**config.mk**
```make
export PLATFORM = sky130hd
export DESIGN_NAME = mdfs_top
export DESIGN_NICKNAME = d
export VERILOG_FILES = /design/src/mdfs_pkg.sv /design/src/mdfs_top.sv /design/src/mdfs_ctrl_mem.sv
export SDC_FILE = /design/constraint.sdc
export NUM_CORES = 1
export LEC_CHECK = 0
export BUFFER_PORTS_ARGS = -buffer_cell sky130_fd_sc_hd__buf_4
export CAP_MARGIN = 15
export CORE_UTILIZATION = 45
export DETAILED_ROUTE_END_ITERATION = 6
export MAX_ROUTING_LAYER = met4
export PLACE_DENSITY = 0.65
export SLEW_MARGIN = 20
export SYNTH_ARGS = -nofsm -noshare
export SYNTH_HDL_FRONTEND = slang
export SYNTH_SLANG_ARGS = --single-unit
```
**constraint.sdc**
```tcl
create_clock -name CLK_SYS_I -period 4.2 [get_ports CLK_SYS_I]
set_clock_uncertainty 0.15 [all_clocks]
set_input_delay 0.42 -clock CLK_SYS_I [delete_from_list [all_inputs] [get_ports CLK_SYS_I]]
set_output_delay 0.42 -clock CLK_SYS_I [all_outputs]
set_load 0.005 [all_outputs]
```
**src/mdfs_pkg.sv**
```systemverilog
// Constants, register map and state type for the motor driver fault status bank
package mdfs_pkg;

  // Register offsets on the 6-bit serial address
  localparam logic [5:0] ADDR_IC_STATUS = 6'h00;
  localparam logic [5:0] ADDR_SWITCH_STATUS = 6'h01;
  localparam logic [5:0] ADDR_SUPPLY_STATUS = 6'h02;
  localparam logic [5:0] ADDR_CONTROL_ONE = 6'h03;
  localparam logic [5:0] ADDR_CONTROL_TWO = 6'h04;
  localparam logic [5:0] ADDR_CONTROL_THREE = 6'h05;
  localparam logic [5:0] ADDR_CONTROL_FOUR = 6'h06;
  localparam logic [5:0] ADDR_CONTROL_FIVE = 6'h07;
  localparam logic [5:0] ADDR_CONTROL_SIX = 6'h08;
  localparam logic [5:0] ADDR_CONTROL_TEN = 6'h0c;
  localparam logic [5:0] ADDR_MAP_LAST = 6'h0c;

  // Switch fault status fields
  localparam int SW_THERMAL_WARNING_BIT = 7;
  localparam int SW_THERMAL_SHUTDOWN_BIT = 6;
  localparam int SW_OC_PHASE_C_HIGH_BIT = 5;
  localparam int SW_OC_PHASE_C_LOW_BIT = 4;
  localparam int SW_OC_PHASE_B_HIGH_BIT = 3;
  localparam int SW_OC_PHASE_B_LOW_BIT = 2;
  localparam int SW_OC_PHASE_A_HIGH_BIT = 1;
  localparam int SW_OC_PHASE_A_LOW_BIT = 0;

  // Supply fault status fields
  localparam int SUP_RESERVED_BIT = 7;
  localparam int SUP_OTP_ERROR_BIT = 6;
  localparam int SUP_REG_OVERCURRENT_BIT = 5;
  localparam int SUP_REG_UNDERVOLTAGE_BIT = 4;
  localparam int SUP_CHARGE_PUMP_LOW_BIT = 3;
  localparam int SUP_PARITY_BIT = 2;
  localparam int SUP_FRAMING_BIT = 1;
  localparam int SUP_BAD_ADDRESS_BIT = 0;

  // Summary status byte sent ahead of every response
  localparam int IC_REG_FAULT_BIT = 6;
  localparam int IC_SERIAL_FAULT_BIT = 5;
  localparam int IC_OVERCURRENT_BIT = 4;
  localparam int IC_NO_POR_BIT = 3;
  localparam int IC_THERMAL_BIT = 1;
  localparam int IC_ANY_FAULT_BIT = 0;

  // Reset values and read masks
  localparam logic [7:0] SWITCH_STATUS_RESET = 8'h00;
  localparam logic [7:0] SUPPLY_STATUS_RESET = 8'h00;
  localparam logic [7:0] SUPPLY_READ_MASK = 8'h7b;
  localparam logic [7:0] CONTROL_ONE_RESET = 8'h00;
  localparam logic [7:0] CONTROL_TWO_RESET = 8'h60;
  localparam logic [7:0] CONTROL_THREE_RESET = 8'h46;
  localparam logic [7:0] CONTROL_OTHER_RESET = 8'h00;

  // Control fields
  localparam int CLEAR_FAULTS_BIT = 0;
  localparam int SDO_PUSH_PULL_BIT = 5;
  localparam logic [7:0] LOCK_FIELD_MASK = 8'h07;
  localparam logic [2:0] LOCK_CODE = 3'h6;
  localparam logic [2:0] UNLOCK_CODE = 3'h3;

  // Serial frame layout
  localparam logic [4:0] FRAME_BITS = 5'h10;
  localparam logic [4:0] ADDR_DONE_BITS = 5'h06;
  localparam logic [4:0] COUNT_MAX = 5'h1f;
  localparam int RW_BIT = 15;
  localparam int ADDR_MSB = 14;
  localparam int ADDR_LSB = 9;
  localparam int DATA_MSB = 7;

  // Control memory geometry
  localparam int MEM_ADDR_W = 4;
  localparam int MEM_DEPTH = 16;

  typedef enum logic [1:0] {
    ST_IDLE = 2'b01,
    ST_FRAME = 2'b10
  } mdfs_state_t;

endpackage

```
**src/mdfs_top.sv**
```systemverilog
// Fault status bank of a three-phase motor driver behind a 16-bit serial target port
`timescale 1ns/1ps
module mdfs_top
  import mdfs_pkg::*;
(
  input wire logic CLK_SYS_I,                // System clock, 20 MHz
  input wire logic SRST_I,                   // Synchronous reset, active high
  input wire logic CE_I,                     // Clock enable, freezes state when low
  input wire logic CHIP_SELECT_N_I,          // Serial chip select, active low
  input wire logic SPI_SCLK_I,               // Serial clock pin
  input wire logic SPI_SDI_I,                // Serial data in
  output logic SPI_SDO_O,                    // Serial data out
  output logic SPI_SDO_OE_N_O,               // Serial data out enable, active low
  input wire logic THERMAL_WARNING_I,        // Thermal warning detector level
  input wire logic THERMAL_SHUTDOWN_I,       // Thermal shutdown detector level
  input wire logic OC_PHASE_C_HIGH_I,        // Overcurrent phase C high side
  input wire logic OC_PHASE_C_LOW_I,         // Overcurrent phase C low side
  input wire logic OC_PHASE_B_HIGH_I,        // Overcurrent phase B high side
  input wire logic OC_PHASE_B_LOW_I,         // Overcurrent phase B low side
  input wire logic OC_PHASE_A_HIGH_I,        // Overcurrent phase A high side
  input wire logic OC_PHASE_A_LOW_I,         // Overcurrent phase A low side
  input wire logic OTP_ERROR_I,              // Programming memory error level
  input wire logic REG_OVERCURRENT_I,        // Buck regulator overcurrent level
  input wire logic REG_UNDERVOLTAGE_I,       // Buck regulator undervoltage level
  input wire logic CHARGE_PUMP_LOW_I         // Charge pump undervoltage level
);

  localparam int N_PINS = 15;

  // Pin synchronisers
  logic [N_PINS-1:0] pin_raw;
  logic [N_PINS-1:0] pin_meta;
  logic [N_PINS-1:0] pin_sync;

  assign pin_raw = {CHIP_SELECT_N_I, SPI_SCLK_I, SPI_SDI_I,
                    THERMAL_WARNING_I, THERMAL_SHUTDOWN_I,
                    OC_PHASE_C_HIGH_I, OC_PHASE_C_LOW_I,
                    OC_PHASE_B_HIGH_I, OC_PHASE_B_LOW_I,
                    OC_PHASE_A_HIGH_I, OC_PHASE_A_LOW_I,
                    OTP_ERROR_I, REG_OVERCURRENT_I,
                    REG_UNDERVOLTAGE_I, CHARGE_PUMP_LOW_I};

  genvar gi;
  generate
    for (gi = 0; gi < N_PINS; gi++)
    begin : g_sync
      always_ff @(posedge CLK_SYS_I)
      begin
        if (SRST_I)
        begin
          pin_meta[gi] <= (gi == N_PINS - 1) ? 1'b1 : 1'b0;
          pin_sync[gi] <= (gi == N_PINS - 1) ? 1'b1 : 1'b0;
        end
        else if (CE_I)
        begin
          pin_meta[gi] <= pin_raw[gi];
          pin_sync[gi] <= pin_meta[gi];
        end
      end
    end
  endgenerate

  logic cs_n;
  logic sclk;
  logic sdi;
  logic [7:0] switch_det;
  logic [3:0] supply_det;

  assign cs_n = pin_sync[14];
  assign sclk = pin_sync[13];
  assign sdi = pin_sync[12];
  assign switch_det = pin_sync[11:4];
  assign supply_det = pin_sync[3:0];

  // Edge detection on the synchronised serial pins
  logic cs_n_prev;
  logic sclk_prev;

  always_ff @(posedge CLK_SYS_I)
  begin
    if (SRST_I)
    begin
      cs_n_prev <= 1'b1;
      sclk_prev <= 1'b0;
    end
    else if (CE_I)
    begin
      cs_n_prev <= cs_n;
      sclk_prev <= sclk;
    end
  end

  logic cs_fall;
  logic cs_rise;
  logic sclk_fall;
  logic sclk_rise;

  assign cs_fall = cs_n_prev & ~cs_n;
  assign cs_rise = ~cs_n_prev & cs_n;
  assign sclk_fall = sclk_prev & ~sclk;
  assign sclk_rise = ~sclk_prev & sclk;

  // Frame sequencing
  mdfs_state_t state;
  logic [4:0] bit_cnt;
  logic [4:0] rise_cnt;
  logic [15:0] shift_in;
  logic frame_end;
  logic frame_good;

  assign frame_end = (state == ST_FRAME) && cs_rise;
  assign frame_good = frame_end && (bit_cnt == FRAME_BITS);

  always_ff @(posedge CLK_SYS_I)
  begin
    if (SRST_I)
      state <= ST_IDLE;
    else if (CE_I)
    begin
      unique case (state)
        ST_IDLE:
        begin
          if (cs_fall)
            state <= ST_FRAME;
        end
        ST_FRAME:
        begin
          if (cs_rise)
            state <= ST_IDLE;
        end
        default:
          state <= ST_IDLE;
      endcase
    end
  end

  // Data captured on falling serial clock, MSB first
  always_ff @(posedge CLK_SYS_I)
  begin
    if (SRST_I)
    begin
      bit_cnt <= 5'h00;
      shift_in <= 16'h0000;
    end
    else if (CE_I)
    begin
      if (state == ST_IDLE && cs_fall)
      begin
        bit_cnt <= 5'h00;
        shift_in <= 16'h0000;
      end
      else if (state == ST_FRAME && sclk_fall)
      begin
        shift_in <= {shift_in[14:0], sdi};
        if (bit_cnt != COUNT_MAX)
          bit_cnt <= bit_cnt + 5'h01;
      end
    end
  end

  // Latched fault flags
  logic clear_pulse;
  logic addr_event;
  logic frame_event;
  logic [6:0] switch_latch;
  logic [3:0] supply_latch;
  logic frame_flag;
  logic addr_flag;
  logic npor_seen;
  logic [5:0] frame_addr;

  assign frame_addr = shift_in[ADDR_MSB:ADDR_LSB];
  assign frame_event = frame_end && (bit_cnt != FRAME_BITS);
  assign addr_event = frame_good && (frame_addr > ADDR_MAP_LAST);

  always_ff @(posedge CLK_SYS_I)
  begin
    if (SRST_I)
    begin
      switch_latch <= SWITCH_STATUS_RESET[6:0];
      supply_latch <= SUPPLY_STATUS_RESET[6:3];
      frame_flag <= 1'b0;
      addr_flag <= 1'b0;
    end
    else if (CE_I)
    begin
      // A detection in the clearing cycle survives the clear
      switch_latch <= (switch_latch & ~{7{clear_pulse}}) | switch_det[6:0];
      supply_latch <= (supply_latch & ~{4{clear_pulse}}) | supply_det;
      frame_flag <= (frame_flag & ~clear_pulse) | frame_event;
      addr_flag <= (addr_flag & ~clear_pulse) | addr_event;
    end
  end

  always_ff @(posedge CLK_SYS_I)
  begin
    if (SRST_I)
      npor_seen <= 1'b0;
    else if (CE_I && clear_pulse)
      npor_seen <= 1'b1;
  end

  logic [7:0] switch_status;
  logic [7:0] supply_status;
  logic [7:0] ic_status;

  always_comb
  begin
    switch_status = {switch_det[7], switch_latch};
    supply_status = 8'h00;
    supply_status[SUP_OTP_ERROR_BIT] = supply_latch[3];
    supply_status[SUP_REG_OVERCURRENT_BIT] = supply_latch[2];
    supply_status[SUP_REG_UNDERVOLTAGE_BIT] = supply_latch[1];
    supply_status[SUP_CHARGE_PUMP_LOW_BIT] = supply_latch[0];
    supply_status[SUP_FRAMING_BIT] = frame_flag;
    supply_status[SUP_BAD_ADDRESS_BIT] = addr_flag;
    supply_status = supply_status & SUPPLY_READ_MASK;
    ic_status = 8'h00;
    ic_status[IC_REG_FAULT_BIT] = supply_latch[2] | supply_latch[1];
    ic_status[IC_SERIAL_FAULT_BIT] = frame_flag | addr_flag;
    ic_status[IC_OVERCURRENT_BIT] = |switch_latch[5:0];
    ic_status[IC_NO_POR_BIT] = npor_seen;
    ic_status[IC_THERMAL_BIT] = switch_det[7] | switch_latch[6];
    ic_status[IC_ANY_FAULT_BIT] = (|switch_latch) | (|supply_latch) | frame_flag | addr_flag;
  end

  // Register read at the moment the address is complete
  logic addr_fall;
  logic [5:0] rd_addr;
  logic rd_is_ctrl;
  logic rd_from_mem;
  logic [7:0] status_rd;
  logic [7:0] stat_snap;
  logic [7:0] mem_rd_data;

  assign addr_fall = (state == ST_FRAME) && sclk_fall && (bit_cnt == ADDR_DONE_BITS);
  assign rd_addr = {shift_in[4:0], sdi};
  assign rd_is_ctrl = ((rd_addr >= ADDR_CONTROL_ONE) && (rd_addr <= ADDR_CONTROL_SIX))
                      || (rd_addr == ADDR_CONTROL_TEN);

  always_ff @(posedge CLK_SYS_I)
  begin
    if (SRST_I)
    begin
      status_rd <= 8'h00;
      rd_from_mem <= 1'b0;
    end
    else if (CE_I)
    begin
      if (state == ST_IDLE && cs_fall)
      begin
        status_rd <= 8'h00;
        rd_from_mem <= 1'b0;
      end
      else if (addr_fall)
      begin
        rd_from_mem <= rd_is_ctrl;
        unique case (rd_addr)
          ADDR_IC_STATUS: status_rd <= ic_status;
          ADDR_SWITCH_STATUS: status_rd <= switch_status;
          ADDR_SUPPLY_STATUS: status_rd <= supply_status;
          default: status_rd <= 8'h00;
        endcase
      end
    end
  end

  always_ff @(posedge CLK_SYS_I)
  begin
    if (SRST_I)
      stat_snap <= 8'h00;
    else if (CE_I && state == ST_IDLE && cs_fall)
      stat_snap <= ic_status;
  end

  // Writes act only at the end of a complete frame
  logic wr_frame;
  logic [7:0] wr_data;
  logic lock_active;
  logic sdo_push_pull;
  logic mem_wr_en;
  logic [7:0] mem_wr_data;

  assign wr_frame = frame_good && !shift_in[RW_BIT] && (frame_addr <= ADDR_MAP_LAST);
  assign wr_data = shift_in[DATA_MSB:0];

  always_comb
  begin
    mem_wr_en = 1'b0;
    mem_wr_data = wr_data;
    clear_pulse = 1'b0;
    if (wr_frame)
    begin
      if (frame_addr == ADDR_CONTROL_ONE)
      begin
        // Lock field accepts only the two password codes
        if (wr_data[2:0] == LOCK_CODE || wr_data[2:0] == UNLOCK_CODE)
        begin
          mem_wr_en = 1'b1;
          mem_wr_data = wr_data & LOCK_FIELD_MASK;
        end
      end
      else if (frame_addr == ADDR_CONTROL_TWO)
      begin
        if (!lock_active)
        begin
          mem_wr_en = 1'b1;
          mem_wr_data[CLEAR_FAULTS_BIT] = 1'b0;
          clear_pulse = wr_data[CLEAR_FAULTS_BIT];
        end
      end
      else if (((frame_addr >= ADDR_CONTROL_THREE) && (frame_addr <= ADDR_CONTROL_SIX))
               || (frame_addr == ADDR_CONTROL_TEN))
      begin
        mem_wr_en = !lock_active;
      end
      // Status and reserved offsets take no write
      else
      begin
        mem_wr_en = 1'b0;
      end
    end
  end

  always_ff @(posedge CLK_SYS_I)
  begin
    if (SRST_I)
    begin
      lock_active <= 1'b0;
      sdo_push_pull <= CONTROL_TWO_RESET[SDO_PUSH_PULL_BIT];
    end
    else if (CE_I && mem_wr_en)
    begin
      if (frame_addr == ADDR_CONTROL_ONE)
        lock_active <= (wr_data[2:0] == LOCK_CODE);
      else if (frame_addr == ADDR_CONTROL_TWO)
        sdo_push_pull <= wr_data[SDO_PUSH_PULL_BIT];
    end
  end

  mdfs_ctrl_mem u_ctrl_mem (
    .clk_i     (CLK_SYS_I),
    .srst_i    (SRST_I),
    .ce_i      (CE_I),
    .wr_en_i   (mem_wr_en),
    .wr_addr_i (frame_addr[MEM_ADDR_W-1:0]),
    .wr_data_i (mem_wr_data),
    .rd_en_i   (addr_fall && rd_is_ctrl),
    .rd_addr_i (rd_addr[MEM_ADDR_W-1:0]),
    .rd_data_o (mem_rd_data)
  );

  // Response shifted out on rising serial clock: status byte, then register byte
  logic [15:0] resp_word;
  logic next_sdo;
  logic next_drive;
  logic drive;

  assign resp_word = {stat_snap, rd_from_mem ? mem_rd_data : status_rd};

  always_comb
  begin
    next_sdo = SPI_SDO_O;
    next_drive = drive;
    if (state == ST_IDLE && cs_fall)
    begin
      next_sdo = ic_status[7];
      next_drive = 1'b1;
    end
    else if (state == ST_FRAME && cs_rise)
    begin
      next_sdo = 1'b0;
      next_drive = 1'b0;
    end
    else if (state == ST_FRAME && sclk_rise)
    begin
      if (rise_cnt < FRAME_BITS)
        next_sdo = resp_word[4'(5'h0f - rise_cnt)];
      else
        next_sdo = 1'b0;
    end
  end

  always_ff @(posedge CLK_SYS_I)
  begin
    if (SRST_I)
      rise_cnt <= 5'h00;
    else if (CE_I)
    begin
      if (state == ST_IDLE && cs_fall)
        rise_cnt <= 5'h00;
      else if (state == ST_FRAME && sclk_rise && rise_cnt != COUNT_MAX)
        rise_cnt <= rise_cnt + 5'h01;
    end
  end

  always_ff @(posedge CLK_SYS_I)
  begin
    if (SRST_I)
    begin
      SPI_SDO_O <= 1'b0;
      SPI_SDO_OE_N_O <= 1'b1;
      drive <= 1'b0;
    end
    else if (CE_I)
    begin
      SPI_SDO_O <= next_sdo;
      drive <= next_drive;
      // Open drain mode drives only the low level
      SPI_SDO_OE_N_O <= ~(next_drive && (sdo_push_pull || !next_sdo));
    end
  end

endmodule

```
**src/mdfs_ctrl_mem.sv**
```systemverilog
// Control register storage with per-entry reset values and registered read
`timescale 1ns/1ps
module mdfs_ctrl_mem
  import mdfs_pkg::*;
(
  input wire logic clk_i,                    // System clock
  input wire logic srst_i,                   // Synchronous reset, active high
  input wire logic ce_i,                     // Clock enable
  input wire logic wr_en_i,                  // Write strobe
  input wire logic [MEM_ADDR_W-1:0] wr_addr_i, // Write address
  input wire logic [7:0] wr_data_i,          // Write data
  input wire logic rd_en_i,                  // Read strobe
  input wire logic [MEM_ADDR_W-1:0] rd_addr_i, // Read address
  output logic [7:0] rd_data_o               // Registered read data
);

  logic [7:0] mem [MEM_DEPTH];

  function automatic logic [7:0] entry_reset(input int idx);
    logic [7:0] val;
    val = CONTROL_OTHER_RESET;
    if (idx == int'(ADDR_CONTROL_ONE))
      val = CONTROL_ONE_RESET;
    else if (idx == int'(ADDR_CONTROL_TWO))
      val = CONTROL_TWO_RESET;
    else if (idx == int'(ADDR_CONTROL_THREE))
      val = CONTROL_THREE_RESET;
    return val;
  endfunction

  genvar gi;
  generate
    for (gi = 0; gi < MEM_DEPTH; gi++)
    begin : g_entry
      always_ff @(posedge clk_i)
      begin
        if (srst_i)
          mem[gi] <= entry_reset(gi);
        else if (ce_i && wr_en_i && (wr_addr_i == MEM_ADDR_W'(gi)))
          mem[gi] <= wr_data_i;
      end
    end
  endgenerate

  always_ff @(posedge clk_i)
  begin
    if (srst_i)
      rd_data_o <= 8'h00;
    else if (ce_i && rd_en_i)
      rd_data_o <= mem[rd_addr_i];
  end

endmodule

```
==> results of run 1 <==
## cells by family after synthesis
family / after synthesis / synth area share [%]
AO/OA/AOI/OAI: 86 / 6.40
XOR/XNOR: 5 / 0.451
buffers and inverters: 69 / 2.96
flip-flops: 230 / 60.6
AND/OR/NAND/NOR: 262 / 14.2
adder cells (fa/ha/maj): 6 / 0.772
other: 1 / 0.0386
multiplexers: 87 / 14.6
## registers in the layout, indices dropped and copies added (netlist names), 2 cells and up
name	cells
pin_meta	15
pin_sync	12
switch_latch	7
stat_snap	6
status_rd	8
rise_cnt	5
supply_latch	4
state	2
bit_cnt	5
u_ctrl_mem.rd_data_o	8
shift_in	16
u_ctrl_mem.mem	128
## routing by layer
metal  track usage, %  vias to the layer above
li1                 -                     2875
met1             24.9                     2907
met2             28.7                      122
met3             2.69                       36
met4             5.41                        0
met5                -                        -
## where the power goes
group	switching (mW)	internal, mW
logic	0.117	0.102
registers	0.0403	2.49
clock network	0.882	1.27
## cells in the final DEF (no fill, tap or decap), types with 6 or more instances in the layout
cell | synthesis | final
edfxtp_1 | 128 | 128
nor2_1 | 117 | 117
dfxtp_1 | 102 | 100
conb_1 | 1 | 78
mux4_2 | 44 | 44
mux2i_1 | 42 | 42
a22oi_1 | 33 | 33
buf_4 | 1 | 28
nand2_1 | 26 | 26
clkbuf_16 | 0 | 26
nor3_1 | 18 | 18
a21oi_1 | 18 | 18
and2_1 | 16 | 16
nand2b_1 | 15 | 15
dlygate4sd3_1 | 0 | 13
nor2_2 | 10 | 10
inv_1 | 9 | 9
o21ai_0 | 8 | 8
clkinv_2 | 0 | 7
ha_1 | 6 | 6
## worst min-delay path, stage by stage
cell and delay [ns]:
buf_4 0.07, mux2i_1 0.05, nor2_1 0.09
## worst max path at each step
stage / end / slack (ns) / depth (start not counted)
3_3_place_gp: u_ctrl_mem.mem[8][5]$_SDFFCE_PN0P_ / 1.33 / 5
3_5_place_dp: u_ctrl_mem.mem[8][1]$_SDFFCE_PN0P_ / 1.26 / 5
5_1_grt: u_ctrl_mem.mem[8][7]$_SDFFCE_PN0P_ / 1.08 / 5
2_1_floorplan: u_ctrl_mem.mem[6][0]$_SDFFCE_PN0P_ / 1.61 / 7
4_1_cts: u_ctrl_mem.mem[8][5]$_SDFFCE_PN0P_ / 1.26 / 5
6_report: u_ctrl_mem.mem[8][5]$_SDFFCE_PN0P_ / 1.25 / 5
## final cells by class
type / count / area, µm²
fill: 1813 / 9800
tap: 275 / 344
timing repair buffer: 43 / 372
inverter: 9 / 33.8
multi-input combinational: 524 / 3830
clock inverter: 10 / 93.8
sequential: 230 / 5890
clock buffer: 34 / 724
==> metrics.md, run 1 <==
| Metric | Value |
|---|---|
| Status | `finished, final reports clean` |
| Critical Path Source Type | `flop` |
| Final worst setup slack | `1.25 ns` |
| Drt first pass iters | `5` |
| Met1 Wirelength | `8680 µm` |
| Power, Total | `4.90 mW` |
| Worst-Skew Late Latency | `0.54 ns` |
| DP Worst Slack | `1.26 ns` |
| Max-cap check violation count | `0` |
| Clock tree from TritonCTS | `built` |
| Post-Syn Area | `9720 µm²` |
| Endpoint class of the critical path | `flop` |
| Routed WL | `19,000 µm` |
| Num ports | `20` |
| Family with the most delay on the worst path | `simple AND/OR/NAND/NOR gates` |
| Tcrit/Tclk final | `70.2%` |
| RSZ-0062 raised after global routing | `no` |
| Die width | `149 µm` |
| Hold WS | `0.00718 ns` |
| Placed standard-cell area | `10,300 µm²` |
| Post-synth top area share | `39.6%` |
| Crit path cell chain | `or4_4 > nor4_4 > o2111ai_2 > or3b_1 > nand2b_1` |
| # DRC | `0` |
| Post-Layout Cell Count | `1,125` |
| Max VDD drop | `361 µV` |
| First-pass GRT wire length | `30,600 µm` |
| CTS root buf | `clkbuf_16` |
| Vias | `5,940` |
| Hold Crit Depth | `3` |
| CP required | `4.25 ns` |
| FF+latch count, synth | `230` |
| Total GRT Usage | `18.4%` |
| Worst-path clk slew | `0.06 ns` |
| Hold Startpoint | `OC_PHASE_B_HIGH_I` |
| # clock sinks | `230` |
| FF-to-FF Start | `shift_in[11]$_SDFFE_PP0P_` |
| Dpl hpwl | `12,300 µm` |
| CTS max path bufs | `3` |
| Htree depth | `1` |
| Leakage power | `4.02 nW` |
| Ys Warns | `0` |
| Max-slew headroom | `27.7%` |
| Largest net degree at the start of global routing | `118` |
| Count leader, synth | `edfxtp_1` |
| PortBufs | `19` |
| Slowest CP cell | `or4_4` |
| Met3 routed wirelength | `915 µm` |
| Vias in the first global route | `5,703` |
| Syn Area/Cell | `13.0 µm²` |
| Die height | `149 µm` |
| Routed Antenna Nets | `0` |
| Antenna violations before repair | `0` |
| Routed met2 length | `8910 µm` |
| Cells after DPL | `1,068` |
| Diode count | `0` |
| Initial Utilization | `46.1%` |
| Pins Over Slew Limit | `0` |
| # resized after CTS | `0` |
| Top cells by area, synth | `edfxtp_1 40%, dfxtp_1 21%, mux4_2 10%` |
| Congestion Overflow GR | `0` |
| Post-synth EDFFs | `128` |
| Fmax | `339 MHz` |
| Crit path kind | `flop to flop` |
| Num CTS Buffers | `25` |
| Core ar. | `21,100 µm²` |
| Layout cells sized above 1 | `16.6%` |
| Crit path buf inv count | `0` |
| Critical path fanouts, max | `11` |
| GPL Wtd Cong | `0.858` |
| DR WL/cell | `16.9 µm` |
| Reg2reg path depth | `5` |
| Setup bufs post-CTS | `0` |
| Unique masters post-synth | `62` |
| R2R Path End | `u_ctrl_mem.mem[8][5]$_SDFFCE_PN0P_` |
| Sequential area share after synthesis | `60.6%` |
| Hold Path Sink | `pin_meta[7]$_SDFFE_PP0P_` |
| Final Instance Area | `11,300 µm²` |
| WP data arrival | `3.00 ns` |
| Pwr dens | `434 nW/µm²` |
| Critical Path Source | `shift_in[11]$_SDFFE_PP0P_` |
| Routed vias/inst | `5.28` |
| Finish-stage setup viols | `0` |
| Max incr delay on CP | `0.59 ns` |
| Worst-Margin Slew | `1.08 ns` |
| Hold Vio Cnt, Final | `0` |
| Setup TNS | `0 ns` |
| Final core utilization | `53.5%` |
| Total die area | `22,200 µm²` |
| Hold WC Path Type | `input pin to flop` |
| Post-Syn Instances | `746` |
| Min Tclk post-route | `2.95 ns` |
| Fin nets | `857` |
| FP Rows | `53` |
| DR top layer | `met4` |
| Commonest cells in the netlist | `128 x edfxtp_1, 117 x nor2_1, 102 x dfxtp_1` |
| Post-synth top area cell | `edfxtp_1` |
| CTS Hold Bufs | `13` |
| Synth Flop Type | `edfxtp_1` |
| Area Growth Syn to Fin | `16.2%` |
| Worst reg2reg setup slack | `1.25 ns` |
| Fraction of registers with async set/reset | `0%` |
| 1st-iter DRT viols | `469` |
Power figures use the tool's default switching activity.
==> inputs of run 2 (changes only) <==
--- a/config.mk
+++ b/config.mk
@@ -10,7 +10,7 @@
 export CORE_UTILIZATION = 45
 export DETAILED_ROUTE_END_ITERATION = 6
 export MAX_ROUTING_LAYER = met4
-export PLACE_DENSITY = 0.65
+export PLACE_DENSITY = 0.68
 export SLEW_MARGIN = 20
 export SYNTH_ARGS = -nofsm -noshare
 export SYNTH_HDL_FRONTEND = slang
==> constraint.sdc (replaced) <==
create_clock -name CLK_SYS_I -period 2.6 [get_ports CLK_SYS_I]
set_clock_uncertainty 0.15 [all_clocks]
set_input_delay 0.26 -clock CLK_SYS_I [delete_from_list [all_inputs] [get_ports CLK_SYS_I]]
set_output_delay 0.26 -clock CLK_SYS_I [all_outputs]
set_load 0.005 [all_outputs]
==> run 2 against run 1 <==
Net effect: highest routed layer unchanged; largest cell class unchanged; clock-buffer cell count up 2; first-iteration DRC count shrank 2.1%; register-to-register slack got worse by 1.1 ns; combinational power up 70%; core utilization increased by 1.5 points.
==> metrics.md, run 2 (synthesis gave the netlist of run 1 again) <==
| Metric | Value |
|---|---|
| Hold Vio Cnt, Final | `0 (unchanged)` |
| # DRC | `0 (unchanged)` |
| Dpl hpwl | `12,500 µm (+1.7%)` |
| Core ar. | `21,100 µm² (unchanged)` |
| PortBufs | `19 (unchanged)` |
| Layout cells sized above 1 | `18.8% (+2.2 points)` |
| Max VDD drop | `456 µV (+26%)` |
| Routed vias/inst | `5.16 (-2.2%)` |
| # clock sinks | `230 (unchanged)` |
| GPL Wtd Cong | `0.868 (+1.2%)` |
| Drt first pass iters | `4 (-1)` |
| Routed Antenna Nets | `0 (unchanged)` |
| Diode count | `0 (unchanged)` |
| Total die area | `22,200 µm² (unchanged)` |
| Worst-path clk slew | `0.06 ns (about the same)` |
| Tcrit/Tclk final | `94.0% (+24 points)` |
| Largest register by flop count | `u_ctrl_mem.mem` |
| 1st-iter DRT viols | `459 (-2.1%)` |
| Hold Crit Depth | `2 (-1)` |
| Antenna violations before repair | `0 (unchanged)` |
| CTS root buf | `clkbuf_16` |
| First-pass GRT wire length | `30,500 µm (-0.47%)` |
| Pwr dens | `697 nW/µm² (+61%)` |
| Endpoint class of the critical path | `flop` |
| Leakage power | `4.18 nW (+4.0%)` |
| Largest registers | `u_ctrl_mem.mem: 128 flops, shift_in: 16 flops, pin_meta: 15 flops` |
| Most frequent cells in the layout | `128 x edfxtp_1, 117 x nor2_1, 100 x dfxtp_1` |
| Number of fill cells | `1,750 (-3.5%)` |
| Htree depth | `1 (unchanged)` |
| Area Growth Syn to Fin | `19.5%` |
| Reg2reg path depth | `6 (+1)` |
| Die width | `149 µm (unchanged)` |
| Hold Startpoint | `SRST_I` |
| DR WL/cell | `16.4 µm (-2.9%)` |
| Number of flip-flops under the largest register name | `128 (unchanged)` |
| Die height | `149 µm (unchanged)` |
| Max-cap check violation count | `0 (unchanged)` |
| Total GRT Usage | `18.2% (-0.17 points)` |
| Pins Over Slew Limit | `0 (unchanged)` |
| Setup TNS | `0 ns (unchanged)` |
| Most common cell after layout, fill and taps aside | `edfxtp_1` |
| Num CTS Buffers | `26 (+4.0%)` |
| CTS max path bufs | `3 (unchanged)` |
| Final Instance Area | `11,600 µm² (+2.9%)` |
| Hold Path Sink | `shift_in[3]$_SDFFE_PP0P_` |
| Worst-Skew Late Latency | `0.53 ns (about the same)` |
| Status | `finished, final reports clean` |
| Largest net degree at the start of global routing | `87 (-26%)` |
| Clock tree from TritonCTS | `built` |
| Placed standard-cell area | `10,600 µm² (+2.3%)` |
| Fmax | `409 MHz (+21%)` |
| R2R Path End | `u_ctrl_mem.mem[7][0]$_SDFFCE_PN0P_` |
| FF-to-FF Start | `shift_in[12]$_SDFFE_PP0P_` |
| Min Tclk post-route | `2.44 ns (-0.506 ns)` |
| Worst-Margin Slew | `1.05 ns (-0.0329 ns)` |
| Num ports | `20 (unchanged)` |
| FP Rows | `53 (unchanged)` |
| CP required | `2.64 ns (-1.61 ns)` |
| Critical path fanouts, max | `8 (-3)` |
| Power, Total | `8.10 mW (+65%)` |
| Vias in the first global route | `5,762 (+1.0%)` |
| RSZ-0062 raised after global routing | `no` |
| Routed WL | `18,900 µm (-0.17%)` |
| Finish-stage setup viols | `0 (unchanged)` |
| Congestion Overflow GR | `0 (unchanged)` |
| Initial Utilization | `46.1% (unchanged)` |
| Critical Path Source Type | `flop` |
| Crit path kind | `flop to flop` |
| Worst reg2reg setup slack | `0.16 ns (-1.09 ns)` |
| Hold WC Path Type | `input pin to flop` |
| WP data arrival | `2.48 ns (-0.52 ns)` |
| Vias | `5,973 (+0.56%)` |
| Max-slew headroom | `29.9% (+2.2 points)` |
| Fin nets | `887 (+3.5%)` |
run 2: metal layers:
| layer | global-route usage (%) | up-vias | routed length, µm |
|---|---|---|---|
| met5 | - | - | 0 |
| met4 | 4.59 | 0 | 385 |
| met3 | 2.39 | 32 | 637 |
| met2 | 28.3 | 105 | 8820 |
| met1 | 25.3 | 2910 | 9100 |
| li1 | - | 2926 | - |
run 2: worst max path at each step:
stage / slack (ns) / endpoint / cells past startpoint / from
detailed placement: 0.07 / u_ctrl_mem.mem[6][3]$_SDFFCE_PN0P_ / 6 / shift_in[11]$_SDFFE_PP0P_
global placement: 0.1 / u_ctrl_mem.mem[8][3]$_SDFFCE_PN0P_ / 5 / shift_in[11]$_SDFFE_PP0P_
global route: 0.0008 / u_ctrl_mem.mem[7][4]$_SDFFCE_PN0P_ / 8 / bit_cnt[0]$_SDFFE_PP0P_
CTS: 0.04 / u_ctrl_mem.mem[8][2]$_SDFFCE_PN0P_ / 5 / shift_in[11]$_SDFFE_PP0P_
floorplan: 0.01 / u_ctrl_mem.mem[6][0]$_SDFFCE_PN0P_ / 7 / shift_in[11]$_SDFFE_PP0P_
finish: 0.16 / u_ctrl_mem.mem[7][0]$_SDFFCE_PN0P_ / 6 / shift_in[12]$_SDFFE_PP0P_
run 2: through the flow:
step	utilization, %	hold WS [ns]	cells	setup WS, ns
finish	55.1	0.0806	1157	0.157
global route	55.1	0.102	1157	0.000784
detailed placement	50.1	0.301	1094	0.0712
CTS	55.0	0.0680	1157	0.0445
global placement	50.1	0.289	1094	0.0980
floorplan	-	0.232	823	0.0113
run 2: power breakdown:
group | switching [mW] | internal (mW)
sequential | 0.0626 | 4.02
combinational | 0.196 | 0.176
clock | 1.39 | 2.26
run 2: worst max-delay path: stages, from the launching register on:
cell and delay [ns]:
dfxtp_1 0.34, or4_4 0.54, nor4_4 0.19, buf_4 0.18
o211ai_4 0.09, or2_2 0.30, nand2b_1 0.32
run 2: what timing repair did:
action                     CTS  global route
hold buffers                16             0
setup endpoints to repair    0            23
hold endpoints to repair    19             0
gates resized for setup      0             3
buffers inserted             0             0
run 2: layout make-up:
cell class / instances / area, µm² / share of cell area [%]
clock inverter: 11 / 138 / 1.19
sequential: 230 / 5890 / 50.7
clock buffer: 36 / 731 / 6.29
inverter: 9 / 33.8 / 0.291
timing repair buffer: 72 / 634 / 5.46
tap: 275 / 344 / 2.96
multi-input combinational: 524 / 3840 / 33.1
==> inputs of run 3 (changes only) <==
--- a/config.mk
+++ b/config.mk
@@ -7,6 +7,7 @@
 export LEC_CHECK = 0
 export BUFFER_PORTS_ARGS = -buffer_cell sky130_fd_sc_hd__buf_4
 export CAP_MARGIN = 15
+export CORE_MARGIN = 3
 export CORE_UTILIZATION = 45
 export DETAILED_ROUTE_END_ITERATION = 6
 export MAX_ROUTING_LAYER = met4
==> run 3 against run 2 <==
Net effect: die area grew 5.4%; non-clock buffer count is 5 higher; clock-buffer cell count down 3; combinational power rose by 1%; register-to-register slack got worse by 0.03 ns; power shrank 0.45%; flip-flop and latch count unchanged; global-route usage decreased by 0.97 points; cell area hardly changed; core utilization barely moved; via count grew 0.39%; cell count is 0.52% higher; critical endpoint is now u_ctrl_mem.mem[7][6]$_SDFFCE_PN0P_.
==> metrics.md, run 3 (synthesis gave the netlist of run 1 again) <==
| Metric | Value |
|---|---|
| Pwr dens | `694 nW/µm² (-0.42%)` |
| Vias | `5,996 (+0.39%)` |
| Num ports | `20 (unchanged)` |
| # DRC | `0 (unchanged)` |
| First-pass GRT wire length | `31,900 µm (+4.7%)` |
| Leakage power | `4.20 nW (+0.34%)` |
| Worst-path clk slew | `0.06 ns (about the same)` |
| WP data arrival | `2.49 ns (about the same)` |
| Critical Path Source Type | `flop` |
| PortBufs | `19 (unchanged)` |
| Layout cells sized above 1 | `19.8% (+1.0 points)` |
| Hold Vio Cnt, Final | `0 (unchanged)` |
| Crit path kind | `flop to flop` |
| Num CTS Buffers | `26 (unchanged)` |
| FP Rows | `53 (unchanged)` |
| Diode count | `0 (unchanged)` |
| Max incr delay on CP | `0.54 ns (about the same)` |
| # clock sinks | `230 (unchanged)` |
| Max-cap check violation count | `0 (unchanged)` |
| Drt first pass iters | `4 (unchanged)` |
| Net switching power | `1.68 mW (+2.0%)` |
| Status | `finished, final reports clean` |
| 1st-iter DRT viols | `479 (+4.4%)` |
| Tcrit/Tclk final | `95.1% (+1.2 points)` |
| Worst-Margin Slew | `1.12 ns (+0.0683 ns)` |
| Pins Over Slew Limit | `0 (unchanged)` |
| Slowest CP cell | `or4_4` |
| Largest net degree at the start of global routing | `71 (-18%)` |
| Routed Antenna Nets | `0 (unchanged)` |
| Routed vias/inst | `5.16 (-0.13%)` |
| Most frequent cells in the layout | `128 x edfxtp_1, 117 x nor2_1, 100 x dfxtp_1` |
| Fin nets | `892 (+0.56%)` |
| Vias in the first global route | `5,897 (+2.3%)` |
| Clock tree from TritonCTS | `built` |
| Hold WC Path Type | `input pin to flop` |
| Internal power | `6.38 mW (-1.1%)` |
| Critical path fanouts, max | `8 (unchanged)` |
| Finish-stage setup viols | `0 (unchanged)` |
| CTS root buf | `clkbuf_16` |
| CTS max path bufs | `3 (unchanged)` |
| Clock power frac | `44.7% (-0.3 points)` |
| Most common cell after layout, fill and taps aside | `edfxtp_1` |
| Switching part of the total | `20.8% (+0.49 points)` |
| CP required | `2.61 ns (-0.03 ns)` |
| RSZ-0062 raised after global routing | `no` |
| Sequential share of power | `50.6% (+0.2 points)` |
| Reg2reg path depth | `6 (unchanged)` |
| Gate power share | `4.7% (about the same)` |
| Core ar. | `21,100 µm² (unchanged)` |
| Final worst setup slack | `0.127 ns (-0.0304 ns)` |
| Min Tclk post-route | `2.47 ns (+0.0304 ns)` |
| Final core utilization | `55.1% (about the same)` |
| Crit path cell chain | `or4_4 > nor4_4 > buf_4 > o211ai_4 > or2_2 > nand2b_1` |
| Max VDD drop | `569 µV (+25%)` |
| Setup TNS | `0 ns (unchanged)` |
| Worst-Skew Late Latency | `0.53 ns (about the same)` |
| Total GRT Usage | `17.2% (-0.97 points)` |
| Number of flip-flops under the largest register name | `128 (unchanged)` |
| Max-slew headroom | `25.3% (-4.6 points)` |
| Total die area | `23,400 µm² (+5.4%)` |
| Antenna violations before repair | `0 (unchanged)` |
| Htree depth | `1 (unchanged)` |
| GPL Wtd Cong | `0.834 (-3.9%)` |
| Routed WL | `19,500 µm (+3.2%)` |
| Largest register by flop count | `u_ctrl_mem.mem` |
| Largest registers | `u_ctrl_mem.mem: 128 flops, shift_in: 16 flops, pin_meta: 15 flops` |
| DR WL/cell | `16.8 µm (+2.6%)` |
| Die height | `153 µm (+2.7%)` |
| DP Worst Slack | `0.0691 ns (-0.00214 ns)` |
| FF-to-FF Start | `shift_in[12]$_SDFFE_PP0P_` |
| Die width | `153 µm (+2.7%)` |
| Initial Utilization | `46.1% (unchanged)` |
| Area Growth Syn to Fin | `19.5% (about the same)` |
| Critical Path Source | `shift_in[12]$_SDFFE_PP0P_` |
| Congestion Overflow GR | `0 (unchanged)` |
| Hold Crit Depth | `2 (unchanged)` |
| Hold Startpoint | `SRST_I` |
| Dpl hpwl | `13,000 µm (+3.7%)` |
| Fmax | `404 MHz (-1.2%)` |
| Endpoint class of the critical path | `flop` |
| Setup bufs post-CTS | `0 (unchanged)` |
## run 3: worst max-delay path, delay by kind of cell (launching register included)
| kind | cells | cell delay (ns) |
|---|---|---|
| AOI/OAI and AO/OA | 1 | 0.09 |
| buffers and inverters | 1 | 0.18 |
| and+or+nand+nor | 4 | 1.34 |
| DFF | 1 | 0.35 |
## run 3: layer usage
layer / wire [µm] / global-route usage, %
met5: 0 / -
met4: 316 / 3.95
met3: 813 / 2.80
met2: 9250 / 26.6
met1: 9170 / 24.3
## run 3: power by group through the flow
stage                     clock, mW  sequential (mW)  combinational (mW)
after global routing           3.84             4.10               0.415
after floorplan                   0             4.13               0.258
final                          3.60             4.08               0.376
after CTS                      3.69             4.08               0.375
after detailed placement          0             4.16               0.354
after global placement            0             4.15               0.350
## run 3: final timing paths
kind / end / slack, ns
max: u_ctrl_mem.mem[7][6]$_SDFFCE_PN0P_ / 0.13
min: shift_in[10]$_SDFFE_PP0P_ / 0.05
max reg2reg: u_ctrl_mem.mem[7][6]$_SDFFCE_PN0P_ / 0.13
min reg2reg: status_rd[2]$_SDFFE_PP0P_ / 0.31
## run 3: timing repair
| action | in CTS | in global routing |
|---|---|---|
| hold buffers | 16 | 0 |
| resized for setup | 0 | 3 |
| endpoints found under the hold margin | 17 | 0 |
| setup endpoints to repair | 0 | 24 |
## run 3: layout make-up
cell class	instances	area (µm²)
fillers	1756	9480
flip-flops and latches	230	5890
multi-input cells	524	3840
clock buffers	33	731
repair buffers	77	634
well taps	275	344
clock inverters	15	138
inverters	9	33.8
## run 3: through the flow
step                total power [mW]  std cells  hold slack (ns)  cell area (µm²)
finish                          8.06       1163           0.0481            11600
global route                    8.35       1163           0.0769            11600
detailed placement              4.51       1099            0.297            10600
global placement                4.50       1099            0.289            10600
CTS                             8.15       1163           0.0240            11600
floorplan                       4.39        823            0.232            10000
